**src/dd_pkg.sv**
```systemverilog
// package: offsets, reset values, field positions and states of the
// digital port and decimation register slice
// assumes: APB data 32 bits, each register one word at index*4
package dd_pkg;
  // register indices; byte address is four times the index
  localparam logic [7:0] IDX_PORT_DATA = 8'h06;
  localparam logic [7:0] IDX_PORT_DIR  = 8'h07;
  localparam logic [7:0] IDX_DEC_LOW   = 8'h08;
  localparam logic [7:0] IDX_MODE_DEC  = 8'h09;
  // factory defaults used while the nonvolatile page is being read
  localparam logic [7:0] RST_PORT_DATA = 8'h00;
  localparam logic [7:0] RST_PORT_DIR  = 8'hFF;
  localparam logic [7:0] RST_DEC_LOW   = 8'h80;
  localparam logic [7:0] RST_MODE_DEC  = 8'h07;
  // mode register fields
  localparam int unsigned MODE_READY_BIT  = 7;
  localparam int unsigned MODE_FORMAT_BIT = 6;
  localparam int unsigned MODE_SMODE_HI   = 5;
  localparam int unsigned MODE_SMODE_LO   = 4;
  localparam int unsigned MODE_WREN_BIT   = 3;
  localparam int unsigned MODE_DECHI_HI   = 2;
  // nonvolatile page holding the reset image, and register count
  localparam logic [3:0] NVM_PAGE = 4'h0;
  localparam logic [2:0] NUM_REGS = 3'h4;
  typedef enum logic [0:0] {DD_LOAD, DD_RUN} dd_state_t;
endpackage : dd_pkg

```
**src/dd_regs.sv**
```systemverilog
// digital port and decimation registers behind an APB slave
// assumes: nonvolatile memory answers one cycle after nvm_rd_en,
// gpio pins are asynchronous, conv_ready_n is on pclk
`timescale 1ns/1ps
module dd_regs #(
  parameter int unsigned ADDR_W = 12
) (
  input  wire logic                pclk,
  input  wire logic                presetn,
  input  wire logic                psel,
  input  wire logic                penable,
  input  wire logic                pwrite,
  input  wire logic [ADDR_W-1:0]   paddr,
  input  wire logic [31:0]         pwdata,
  input  wire logic [3:0]          pstrb,
  output logic      [31:0]         prdata,
  output logic                     pready,
  output logic                     pslverr,
  output logic                     nvm_rd_en,
  output logic      [11:0]         nvm_addr,
  input  wire logic [7:0]          nvm_rdata,
  input  wire logic [7:0]          gpio_in,
  output logic      [7:0]          gpio_out,
  output logic      [7:0]          gpio_oe,
  input  wire logic                conv_ready_n,
  output logic      [10:0]         decimation_ratio,
  output logic                     data_format_unipolar,
  output logic      [1:0]          settling_mode,
  output logic                     flash_write_en,
  output logic                     config_loading
);

  if (ADDR_W < 6) begin : g_chk
    $error("dd_regs: ADDR_W too small for register map");
  end

  function automatic logic addr_hit(input logic [ADDR_W-1:0] a,
                                    input logic [7:0] idx);
    addr_hit = (a == ADDR_W'({idx, 2'h0}));
  endfunction : addr_hit

  dd_pkg::dd_state_t state;
  logic [2:0]        ld_idx;
  logic [7:0]        gp_port_data;
  logic [7:0]        gp_port_direction;
  logic [7:0]        decimation_low;
  logic [6:0]        mode_cfg;
  logic [7:0]        gpio_meta;
  logic [7:0]        gpio_sync;
  logic              after_rst;

  wire loading  = (state == dd_pkg::DD_LOAD);
  wire sel_data = addr_hit(paddr, dd_pkg::IDX_PORT_DATA);
  wire sel_dir  = addr_hit(paddr, dd_pkg::IDX_PORT_DIR);
  wire sel_decl = addr_hit(paddr, dd_pkg::IDX_DEC_LOW);
  wire sel_mode = addr_hit(paddr, dd_pkg::IDX_MODE_DEC);
  wire mapped   = sel_data | sel_dir | sel_decl | sel_mode;
  wire apb_done = psel & penable & pready;
  wire apb_we   = apb_done & pwrite & mapped & pstrb[0];
  wire ld_cap   = loading & (ld_idx != 3'h0);
  wire [7:0] mode_byte = {conv_ready_n, mode_cfg};

  // pin levels, not the written value, on reads
  wire [7:0] rd_byte = sel_data ? gpio_sync :
                       sel_dir  ? gp_port_direction :
                       sel_decl ? decimation_low :
                       sel_mode ? mode_byte : 8'h00;

  assign pready    = ~loading;
  assign pslverr   = psel & penable & ~mapped;
  assign nvm_rd_en = loading & (ld_idx < dd_pkg::NUM_REGS);
  assign nvm_addr  = {dd_pkg::NVM_PAGE,
                      dd_pkg::IDX_PORT_DATA + {5'h00, ld_idx}};
  assign config_loading = loading;

  assign gpio_out = gp_port_data;
  // bit n pairs with pin n
  assign gpio_oe = ~gp_port_direction;
  assign decimation_ratio = {mode_cfg[dd_pkg::MODE_DECHI_HI:0],
                             decimation_low};
  assign data_format_unipolar = mode_cfg[dd_pkg::MODE_FORMAT_BIT];
  assign settling_mode = mode_cfg[dd_pkg::MODE_SMODE_HI:
                                  dd_pkg::MODE_SMODE_LO];
  assign flash_write_en = mode_cfg[dd_pkg::MODE_WREN_BIT];

  always_ff @(posedge pclk or negedge presetn) begin
    if (!presetn) begin
      state  <= dd_pkg::DD_LOAD;
      ld_idx <= 3'h0;
    end else begin
      case (state)
        dd_pkg::DD_LOAD: begin
          ld_idx <= ld_idx + 3'h1;
          if (ld_idx == dd_pkg::NUM_REGS) begin
            state <= dd_pkg::DD_RUN;
          end
        end
        dd_pkg::DD_RUN: begin
          ld_idx <= ld_idx;
        end
        default: begin
          state <= dd_pkg::DD_LOAD;
        end
      endcase
    end
  end

  always_ff @(posedge pclk or negedge presetn) begin
    if (!presetn)
      after_rst <= 1'b1;
    else
      after_rst <= 1'b0;
  end

  // two-stage pin synchroniser
  always_ff @(posedge pclk or negedge presetn) begin
    if (!presetn) begin
      gpio_meta <= 8'h00;
      gpio_sync <= 8'h00;
    end else begin
      gpio_meta <= gpio_in;
      gpio_sync <= gpio_meta;
    end
  end

  // factory value until the page image lands
  always_ff @(posedge pclk or negedge presetn) begin
    if (!presetn)
      gp_port_data <= dd_pkg::RST_PORT_DATA;
    else if (ld_cap && ld_idx == 3'h1)
      gp_port_data <= nvm_rdata;
    else if (apb_we && sel_data)
      gp_port_data <= pwdata[7:0];
  end

  always_ff @(posedge pclk or negedge presetn) begin
    if (!presetn)
      gp_port_direction <= dd_pkg::RST_PORT_DIR;
    else if (ld_cap && ld_idx == 3'h2)
      gp_port_direction <= nvm_rdata;
    else if (apb_we && sel_dir)
      gp_port_direction <= pwdata[7:0];
  end

  always_ff @(posedge pclk or negedge presetn) begin
    if (!presetn)
      decimation_low <= dd_pkg::RST_DEC_LOW;
    else if (ld_cap && ld_idx == 3'h3)
      decimation_low <= nvm_rdata;
    else if (apb_we && sel_decl)
      decimation_low <= pwdata[7:0];
  end

  // mode default; ready bit is read only
  always_ff @(posedge pclk or negedge presetn) begin
    if (!presetn)
      mode_cfg <= dd_pkg::RST_MODE_DEC[6:0];
    else if (ld_cap && ld_idx == 3'h4)
      mode_cfg <= nvm_rdata[6:0];
    else if (apb_we && sel_mode)
      mode_cfg <= pwdata[6:0];
  end

  always_ff @(posedge pclk or negedge presetn) begin
    if (!presetn)
      prdata <= 32'h0000_0000;
    else if (psel && !apb_done)
      prdata <= {24'h00_0000, rd_byte};
  end

  // assertions
  wire rd_data_done = apb_done & ~pwrite & sel_data;

  a_load_page_zero: assert property (@(posedge pclk) disable iff (!presetn)
    nvm_rd_en |-> nvm_addr[11:8] == dd_pkg::NVM_PAGE)
    else $error("load read outside page zero");

  a_load_dir_image: assert property (@(posedge pclk) disable iff (!presetn)
    (ld_cap && ld_idx == 3'h2) |=> gp_port_direction == $past(nvm_rdata))
    else $error("direction not loaded from page");

  a_load_bounded: assert property (@(posedge pclk) disable iff (!presetn)
    after_rst |-> ##[1:6] !loading)
    else $error("load did not finish");

  a_reset_defaults: assert property (@(posedge pclk) disable iff (!presetn)
    after_rst |-> gp_port_data == dd_pkg::RST_PORT_DATA &&
      {1'b0, mode_cfg} == dd_pkg::RST_MODE_DEC)
    else $error("factory default wrong after reset");

  // written value reaches pins as output
  a_write_drives_pin: assert property (@(posedge pclk) disable iff (!presetn)
    (apb_we && sel_data) |=> gpio_out == $past(pwdata[7:0]))
    else $error("port data write not on pins");

  a_read_pin_level: assert property (@(posedge pclk) disable iff (!presetn)
    rd_data_done |-> prdata[7:0] == $past(gpio_sync))
    else $error("port read not pin level");

  a_dir_polarity: assert property (@(posedge pclk) disable iff (!presetn)
    (apb_we && sel_dir) |=> gpio_oe == ~$past(pwdata[7:0]))
    else $error("direction polarity wrong");

  a_powerup_inputs: assert property (@(posedge pclk) disable iff (!presetn)
    after_rst |-> gpio_oe == 8'h00)
    else $error("pin driven after reset");

  a_ratio_low: assert property (@(posedge pclk) disable iff (!presetn)
    (apb_we && sel_decl) |=> decimation_ratio[7:0] == $past(pwdata[7:0])
      && $stable(decimation_ratio[10:8]))
    else $error("decimation low byte not applied");

  a_pin_mapping: assert property (@(posedge pclk) disable iff (!presetn)
    (apb_we && sel_dir && !pwdata[7]) |=> gpio_oe[7] &&
      gpio_oe[6:0] == ~$past(pwdata[6:0]))
    else $error("pin seven mapping wrong");

  // port data takes the page image
  a_load_data_image: assert property (@(posedge pclk) disable iff (!presetn)
    (ld_cap && ld_idx == 3'h1) |=> gp_port_data == $past(nvm_rdata))
    else $error("port data not loaded from page");

  // low decimation takes the page image
  a_load_declow_image: assert property (@(posedge pclk) disable iff (!presetn)
    (ld_cap && ld_idx == 3'h3) |=> decimation_low == $past(nvm_rdata))
    else $error("decimation low not loaded from page");

  // mode bits take the page image
  a_load_mode_image: assert property (@(posedge pclk) disable iff (!presetn)
    (ld_cap && ld_idx == 3'h4) |=> mode_cfg == $past(nvm_rdata[6:0]))
    else $error("mode not loaded from page");

  // first read is the port data byte
  a_load_first_addr: assert property (@(posedge pclk) disable iff (!presetn)
    (nvm_rd_en && ld_idx == 3'h0) |->
      nvm_addr == {dd_pkg::NVM_PAGE, dd_pkg::IDX_PORT_DATA})
    else $error("first load address wrong");

  // data write leaves the enables alone
  a_data_keeps_dir: assert property (@(posedge pclk) disable iff (!presetn)
    (apb_we && sel_data) |=> $stable(gpio_oe))
    else $error("data write changed direction");

  // pins keep their value between data writes
  a_out_stable_run: assert property (@(posedge pclk) disable iff (!presetn)
    (!loading && !(apb_we && sel_data)) |=> $stable(gpio_out))
    else $error("pin value changed without write");

  // a port read leaves the driven value
  a_read_keeps_data: assert property (@(posedge pclk) disable iff (!presetn)
    rd_data_done |=> $stable(gpio_out))
    else $error("port read changed pin value");

  // direction write leaves the pin values
  a_dir_keeps_data: assert property (@(posedge pclk) disable iff (!presetn)
    (apb_we && sel_dir) |=> $stable(gpio_out))
    else $error("direction write changed pin value");

  // outside the page load, enables change only on a direction write
  a_oe_stable_run: assert property (@(posedge pclk) disable iff (!presetn)
    (!loading && !(apb_we && sel_dir)) |=> $stable(gpio_oe))
    else $error("direction changed without write");

  a_reset_dir_ones: assert property (@(posedge pclk) disable iff (!presetn)
    after_rst |-> gp_port_direction == dd_pkg::RST_PORT_DIR)
    else $error("direction default wrong after reset");

  a_ratio_high: assert property (@(posedge pclk) disable iff (!presetn)
    (apb_we && sel_mode) |=> decimation_ratio[10:8] == $past(pwdata[2:0])
      && $stable(decimation_ratio[7:0]))
    else $error("decimation high bits not applied");

  c_write_data: cover property (@(posedge pclk) disable iff (!presetn)
    apb_we && sel_data);
  c_read_pins: cover property (@(posedge pclk) disable iff (!presetn)
    rd_data_done);
  c_unmapped: cover property (@(posedge pclk) disable iff (!presetn)
    pslverr);
  c_mode_write: cover property (@(posedge pclk) disable iff (!presetn)
    apb_we && sel_mode);
  c_load_done: cover property (@(posedge pclk) disable iff (!presetn)
    $fell(loading));

endmodule : dd_regs

```
**config.mk**
```make
export PLATFORM = sky130hd
export DESIGN_NAME = dd_regs
export DESIGN_NICKNAME = d
export VERILOG_FILES = /design/src/dd_pkg.sv /design/src/dd_regs.sv
export SDC_FILE = /design/constraint.sdc
export NUM_CORES = 1
export LEC_CHECK = 0
export ABC_AREA = 0
export BUFFER_PORTS_ARGS = -buffer_cell sky130_fd_sc_hd__buf_2
export CORE_MARGIN = 5
export CORE_UTILIZATION = 46
export CTS_CLUSTER_SIZE = 24
export DETAILED_ROUTE_END_ITERATION = 8
export PLACE_DENSITY = 0.8
export SLEW_MARGIN = 20
export SYNTH_ARGS = -nofsm -noshare
export SYNTH_HDL_FRONTEND = slang
export SYNTH_SLANG_ARGS = --single-unit
```
**constraint.sdc**
```tcl
create_clock -name pclk -period 2.95 [get_ports pclk]
set_input_delay 0.295 -clock pclk [delete_from_list [all_inputs] [get_ports pclk]]
set_output_delay 0.295 -clock pclk [all_outputs]
set_load 0.1 [all_outputs]
```
==> impl_results.html <==
<table>
<tr><th>Metric</th><th>Value</th></tr>
<tr><th colspan="2">Detailed routing</th></tr>
<tr><td>Detailed-route wire length</td><td>just under 8000 um</td></tr>
<tr><td>Residual DRC</td><td>0</td></tr>
<tr><td>Detail-routed net length per standard cell</td><td>approximately 18 um</td></tr>
<tr><td>Per-cell via count in the routed design</td><td>roughly 5.3</td></tr>
<tr><td>Iteration-0 DRC count of the detailed router</td><td>approximately 70</td></tr>
<tr><td>First-pass iteration count of the detailed router</td><td>4</td></tr>
<tr><td>Vias</td><td>approximately 2400</td></tr>
<tr><td>Remaining number of nets flagged by the antenna check after routing</td><td>0</td></tr>
<tr><th colspan="2">Logic synthesis</th></tr>
<tr><td>Main synth FF type</td><td>sky130_fd_sc_hd__dfrtp_1</td></tr>
<tr><td>Per-instance average area after synthesis</td><td>around 12 um^2</td></tr>
<tr><td>Fraction of post-synthesis cell area in the top cell type by area</td><td>38.1%</td></tr>
<tr><td>Count of synthesis-stage warnings from yosys</td><td>0</td></tr>
<tr><td>Cells after synthesis</td><td>between 200 and 300</td></tr>
<tr><td>Post-synth ARST share</td><td>100%</td></tr>
<tr><td>Mapped cell area</td><td>slightly above 3000 um^2</td></tr>
<tr><td>Synthesis-stage register bit count</td><td>59</td></tr>
<tr><td>Cells taking the most area after synthesis</td><td>sky130_fd_sc_hd__dfrtp_1, sky130_fd_sc_hd__dfstp_2, sky130_fd_sc_hd__o221a_2</td></tr>
<tr><td>Leading cell type by number of instances after synthesis</td><td>sky130_fd_sc_hd__dfrtp_1</td></tr>
<tr><td>Post-synthesis cell type count</td><td>42</td></tr>
<tr><td>Count of flip-flops with a built-in enable after synthesis</td><td>0</td></tr>
<tr><td>Register area share after synthesis</td><td>48.4%</td></tr>
<tr><td>Most frequent cells after synthesis</td><td>sky130_fd_sc_hd__dfrtp_1, sky130_fd_sc_hd__buf_4, sky130_fd_sc_hd__o221a_2, sky130_fd_sc_hd__mux2_2, sky130_fd_sc_hd__or2_2</td></tr>
<tr><td>Most area-hungry cell type in the Yosys netlist</td><td>sky130_fd_sc_hd__dfrtp_1</td></tr>
<tr><th colspan="2">Final layout</th></tr>
<tr><td>Final-layout fill cell count</td><td>~540</td></tr>
<tr><td>Diode insertion count for antenna repair</td><td>0</td></tr>
<tr><td>Fraction of layout cells with a size suffix above 1</td><td>about 50%</td></tr>
<tr><td>Relative area change from synthesis to final layout</td><td>20.6%</td></tr>
<tr><td>Layout Cell Area excl Fill</td><td>~3700 um^2</td></tr>
<tr><td>Nets</td><td>439</td></tr>
<tr><th colspan="2">Setup path</th></tr>
<tr><td>Path length in cells of the critical path</td><td>7</td></tr>
<tr><td>CP Max Fanout</td><td>9</td></tr>
<tr><td>Peak per-stage delay on the critical path</td><td>approximately 0.52 ns</td></tr>
<tr><td>Critical path startpoint category</td><td>register</td></tr>
<tr><td>Sequence of cells on the critical path</td><td>inv_1, ha_1, inv_1, o211ai_2, buf_4, nor4b_4, mux2_2</td></tr>
<tr><td>Register-to-Register Path Depth</td><td>7</td></tr>
<tr><td>Library cell contributing the largest single delay on the critical path</td><td>sky130_fd_sc_hd__nor4b_4</td></tr>
<tr><td>Crit path arrival time</td><td>around 2.5 ns</td></tr>
<tr><td>Family with the most delay on the worst path</td><td>simple AND/OR/NAND/NOR gates</td></tr>
<tr><td>Critical path buffer and inverter count</td><td>3</td></tr>
<tr><td>CP dominant cell by count</td><td>sky130_fd_sc_hd__inv_1</td></tr>
<tr><td>Data required time of the worst path</td><td>roughly 3.2 ns</td></tr>
<tr><td>Class of the most critical setup path</td><td>register to register</td></tr>
<tr><td>Endpoint kind of the worst setup timing path</td><td>register</td></tr>
<tr><th colspan="2">Floorplanning</th></tr>
<tr><td>Die W</td><td>slightly above 90 um</td></tr>
<tr><td>Area of the core</td><td>around 6400 um^2</td></tr>
<tr><td>Die H</td><td>91.9 um</td></tr>
<tr><td>I/O pin cnt</td><td>149</td></tr>
<tr><td>Die ar.</td><td>roughly 8400 um^2</td></tr>
<tr><td>Site row count</td><td>29</td></tr>
<tr><td>Effective utilization at floorplan</td><td>about half</td></tr>
<tr><th colspan="2">CTS</th></tr>
<tr><td>Total number of H-tree levels</td><td>3</td></tr>
<tr><td>Skew-Pair Late Insertion Delay</td><td>between 0.3 and 0.4 ns</td></tr>
<tr><td>Clock sink total</td><td>about 60</td></tr>
<tr><td>Buffers inserted during post-CTS setup optimization</td><td>0</td></tr>
<tr><td>Cts repair resizes</td><td>0</td></tr>
<tr><td>Number of buffers on the longest clock path</td><td>2</td></tr>
<tr><td>Clock tree from TritonCTS</td><td>built</td></tr>
<tr><td>TritonCTS buffer count</td><td>9</td></tr>
<tr><td>Hold Buf Count CTS</td><td>1</td></tr>
<tr><td>Root buffer cell</td><td>sky130_fd_sc_hd__clkbuf_8</td></tr>
<tr><td>Clock transition at the registers of the reported paths</td><td>0.07 ns</td></tr>
<tr><th colspan="2">STA</th></tr>
<tr><td>Clock skew after layout</td><td>0.00801 ns</td></tr>
<tr><td>Tightest slew margin relative to the limit</td><td>44.5%</td></tr>
<tr><td>Pins over their slew limit</td><td>0</td></tr>
<tr><td>Final critical-path setup slack</td><td>0.713 ns</td></tr>
<tr><td>Post-layout min period</td><td>2.24 ns</td></tr>
<tr><td>Setup repair after global routing missed its margin</td><td>false</td></tr>
<tr><td>Slew of the pin with the lowest slew margin</td><td>just over 0.8 ns</td></tr>
<tr><td>Final setup violation count</td><td>0</td></tr>
<tr><td>Final period util</td><td>roughly 76%</td></tr>
<tr><td>Setup TNS</td><td>0 ns</td></tr>
<tr><td>Highest clock rate</td><td>~450 MHz</td></tr>
<tr><td>Fin. Hold Viols</td><td>0</td></tr>
<tr><th colspan="2">Global routing</th></tr>
<tr><td>Initial antenna violation count</td><td>0</td></tr>
<tr><td>Global route overflow</td><td>0</td></tr>
<tr><td>Wire length of the first global-routing pass</td><td>about 13000 um</td></tr>
<tr><td>Overall Global Routing Usage</td><td>a little under a fifth</td></tr>
<tr><td>Number of global-route vias before repair</td><td>between 2000 and 2500</td></tr>
<tr><td>Largest net degree at the start of global routing</td><td>28</td></tr>
<tr><th colspan="2">Min path</th></tr>
<tr><td>Path class of the lowest-slack min-delay path</td><td>input port to register</td></tr>
<tr><td>Hold Path Depth</td><td>1</td></tr>
<tr><th colspan="2">Power and ir drop</th></tr>
<tr><td>Comb power frac</td><td>~27%</td></tr>
<tr><td>PnR Total Power</td><td>between 2 and 2.5 mW</td></tr>
<tr><td>Internal Pwr Total</td><td>roughly 1.4 mW</td></tr>
<tr><td>Switch share</td><td>between 30 and 40%</td></tr>
<tr><td>Reported net switching power</td><td>0.871 mW</td></tr>
<tr><td>Relative contribution of the clock network to total power</td><td>between 30% and 40%</td></tr>
<tr><td>Power density over cell area</td><td>just over 600 nW/um^2</td></tr>
<tr><td>Worst voltage drop across the vdd grid</td><td>about 310 uV</td></tr>
<tr><td>Static leakage power</td><td>~1.7 nW</td></tr>
<tr><td>Proportion of power drawn by flip-flops and latches</td><td>between 30% and 40%</td></tr>
<tr><th colspan="2">Placed design</th></tr>
<tr><td>Number of port buffers</td><td>just under 90</td></tr>
<tr><td>HPWL reported at the end of detailed placement</td><td>6100 um</td></tr>
<tr><td>Worst slack after detailed placement</td><td>approximately 0.72 ns</td></tr>
<tr><td>Cell area after placement</td><td>between 3000 and 4000 um^2</td></tr>
<tr><td>Final weighted congestion in routability-driven placement</td><td>between 0.8 and 0.9</td></tr>
<tr><th colspan="2">Status</th></tr>
<tr><td>Result of the run</td><td>finished clean</td></tr>
<tr><th colspan="2">Flow run</th></tr>
<tr><td>Reported max-cap violation count</td><td>0</td></tr>
</table>
-- worst paths after layout --
check | slack, ns | start | to
max in group asynchronous | 1.72 | presetn | mode_cfg[0]
max reg2reg | 0.71 | ld_idx[1] | decimation_low[2]
max | 0.71 | ld_idx[1] | decimation_low[2]
min reg2reg | 0.35 | gpio_meta[5] | gpio_sync[5]
min | 0.07 | gpio_in[5] | gpio_meta[5]
min in group asynchronous | 0.52 | presetn | decimation_low[4]
-- layer usage --
| metal | global-route usage [%] | vias up | wire length (um) |
|---|---|---|---|
| met5 | 0 | - | 0 |
| met1 | 23.6 | 1163 | 3260 |
| met2 | 32.1 | 85 | 3920 |
| met3 | 4.17 | 8 | 510 |
| met4 | 8.17 | 0 | 136 |
| li1 | - | 1109 | - |
-- flip-flops by register name (all words and copies together) (netlist names) --
name	cells
gpio_sync	8
gp_port_direction	8
pready	1
gpio_meta	8
prdata	8
mode_cfg	7
ld_idx	3
decimation_low	8
gpio_out	8
-- logic make-up (layout without fill, tap and decap cells) --
logic type	after synthesis	after routing	synth area share, %
other cells	1	32	0.122
flops	59	59	48.4
mux	26	26	9.13
compound gates	59	59	16.6
simple gates	60	60	12.5
xor+xnor	1	1	0.284
buf+inv	54	125	10.7
fa+ha+maj	6	6	2.43
-- metrics by stage --
| stage | hold WS (ns) | utilization (%) | cells |
|---|---|---|---|
| floorplan | -0.000591 | - | 297 |
| finish | 0.0717 | 57.9 | 445 |
| global placement | 0.327 | 54.5 | 428 |
| CTS | 0.0605 | 57.9 | 445 |
| detailed placement | 0.330 | 54.5 | 428 |
| global route | 0.0609 | 57.9 | 445 |
-- power groups by stage --
stage / sequential, mW / combinational (mW) / clock (mW)
3_5_place_dp: 0.902 / 0.628 / 0
4_1_cts: 0.888 / 0.631 / 0.801
5_1_grt: 0.894 / 0.652 / 0.830
3_3_place_gp: 0.899 / 0.622 / 0
6_report: 0.888 / 0.630 / 0.785
2_1_floorplan: 1.11 / 0.331 / 0
-- worst reg2reg max path, delay by kind of cell, from the launching register on --
kind | cells | cell delay, ns
compound gates | 1 | 0.17
fa+ha+maj | 1 | 0.21
buf+inv | 3 | 0.41
flops | 1 | 0.41
mux | 1 | 0.40
simple gates | 1 | 0.53
-- placed cells by master (no fill, tap or decap), drive strengths merged, types with 4 or more instances in the layout --
| master | instances |
|---|---|
| a21oi | 7 |
| a31oi | 7 |
| buf | 93 |
| clkbuf | 11 |
| conb | 32 |
| dfrtp | 47 |
| dfstp | 12 |
| ha | 6 |
| inv | 15 |
| mux2 | 17 |
| mux2i | 9 |
| nand2 | 4 |
| nand3 | 4 |
| nor2 | 12 |
| nor2b | 8 |
| o21ai | 9 |
| o221a | 24 |
| o221ai | 8 |
| or2 | 16 |
-- cell type report --
| cell class | count | area, um^2 | share of cell area [%] |
|---|---|---|---|
| tap | 77 | 96.3 | 2.59 |
| clock buffer | 11 | 131 | 3.53 |
| timing repair buffer | 94 | 485 | 13.1 |
| clock inverter | 5 | 77.6 | 2.09 |
| inverter | 15 | 56.3 | 1.51 |
| multi-input combinational | 184 | 1380 | 37.1 |
| sequential | 59 | 1490 | 40.1 |
(Power assumes the default switching activity.)
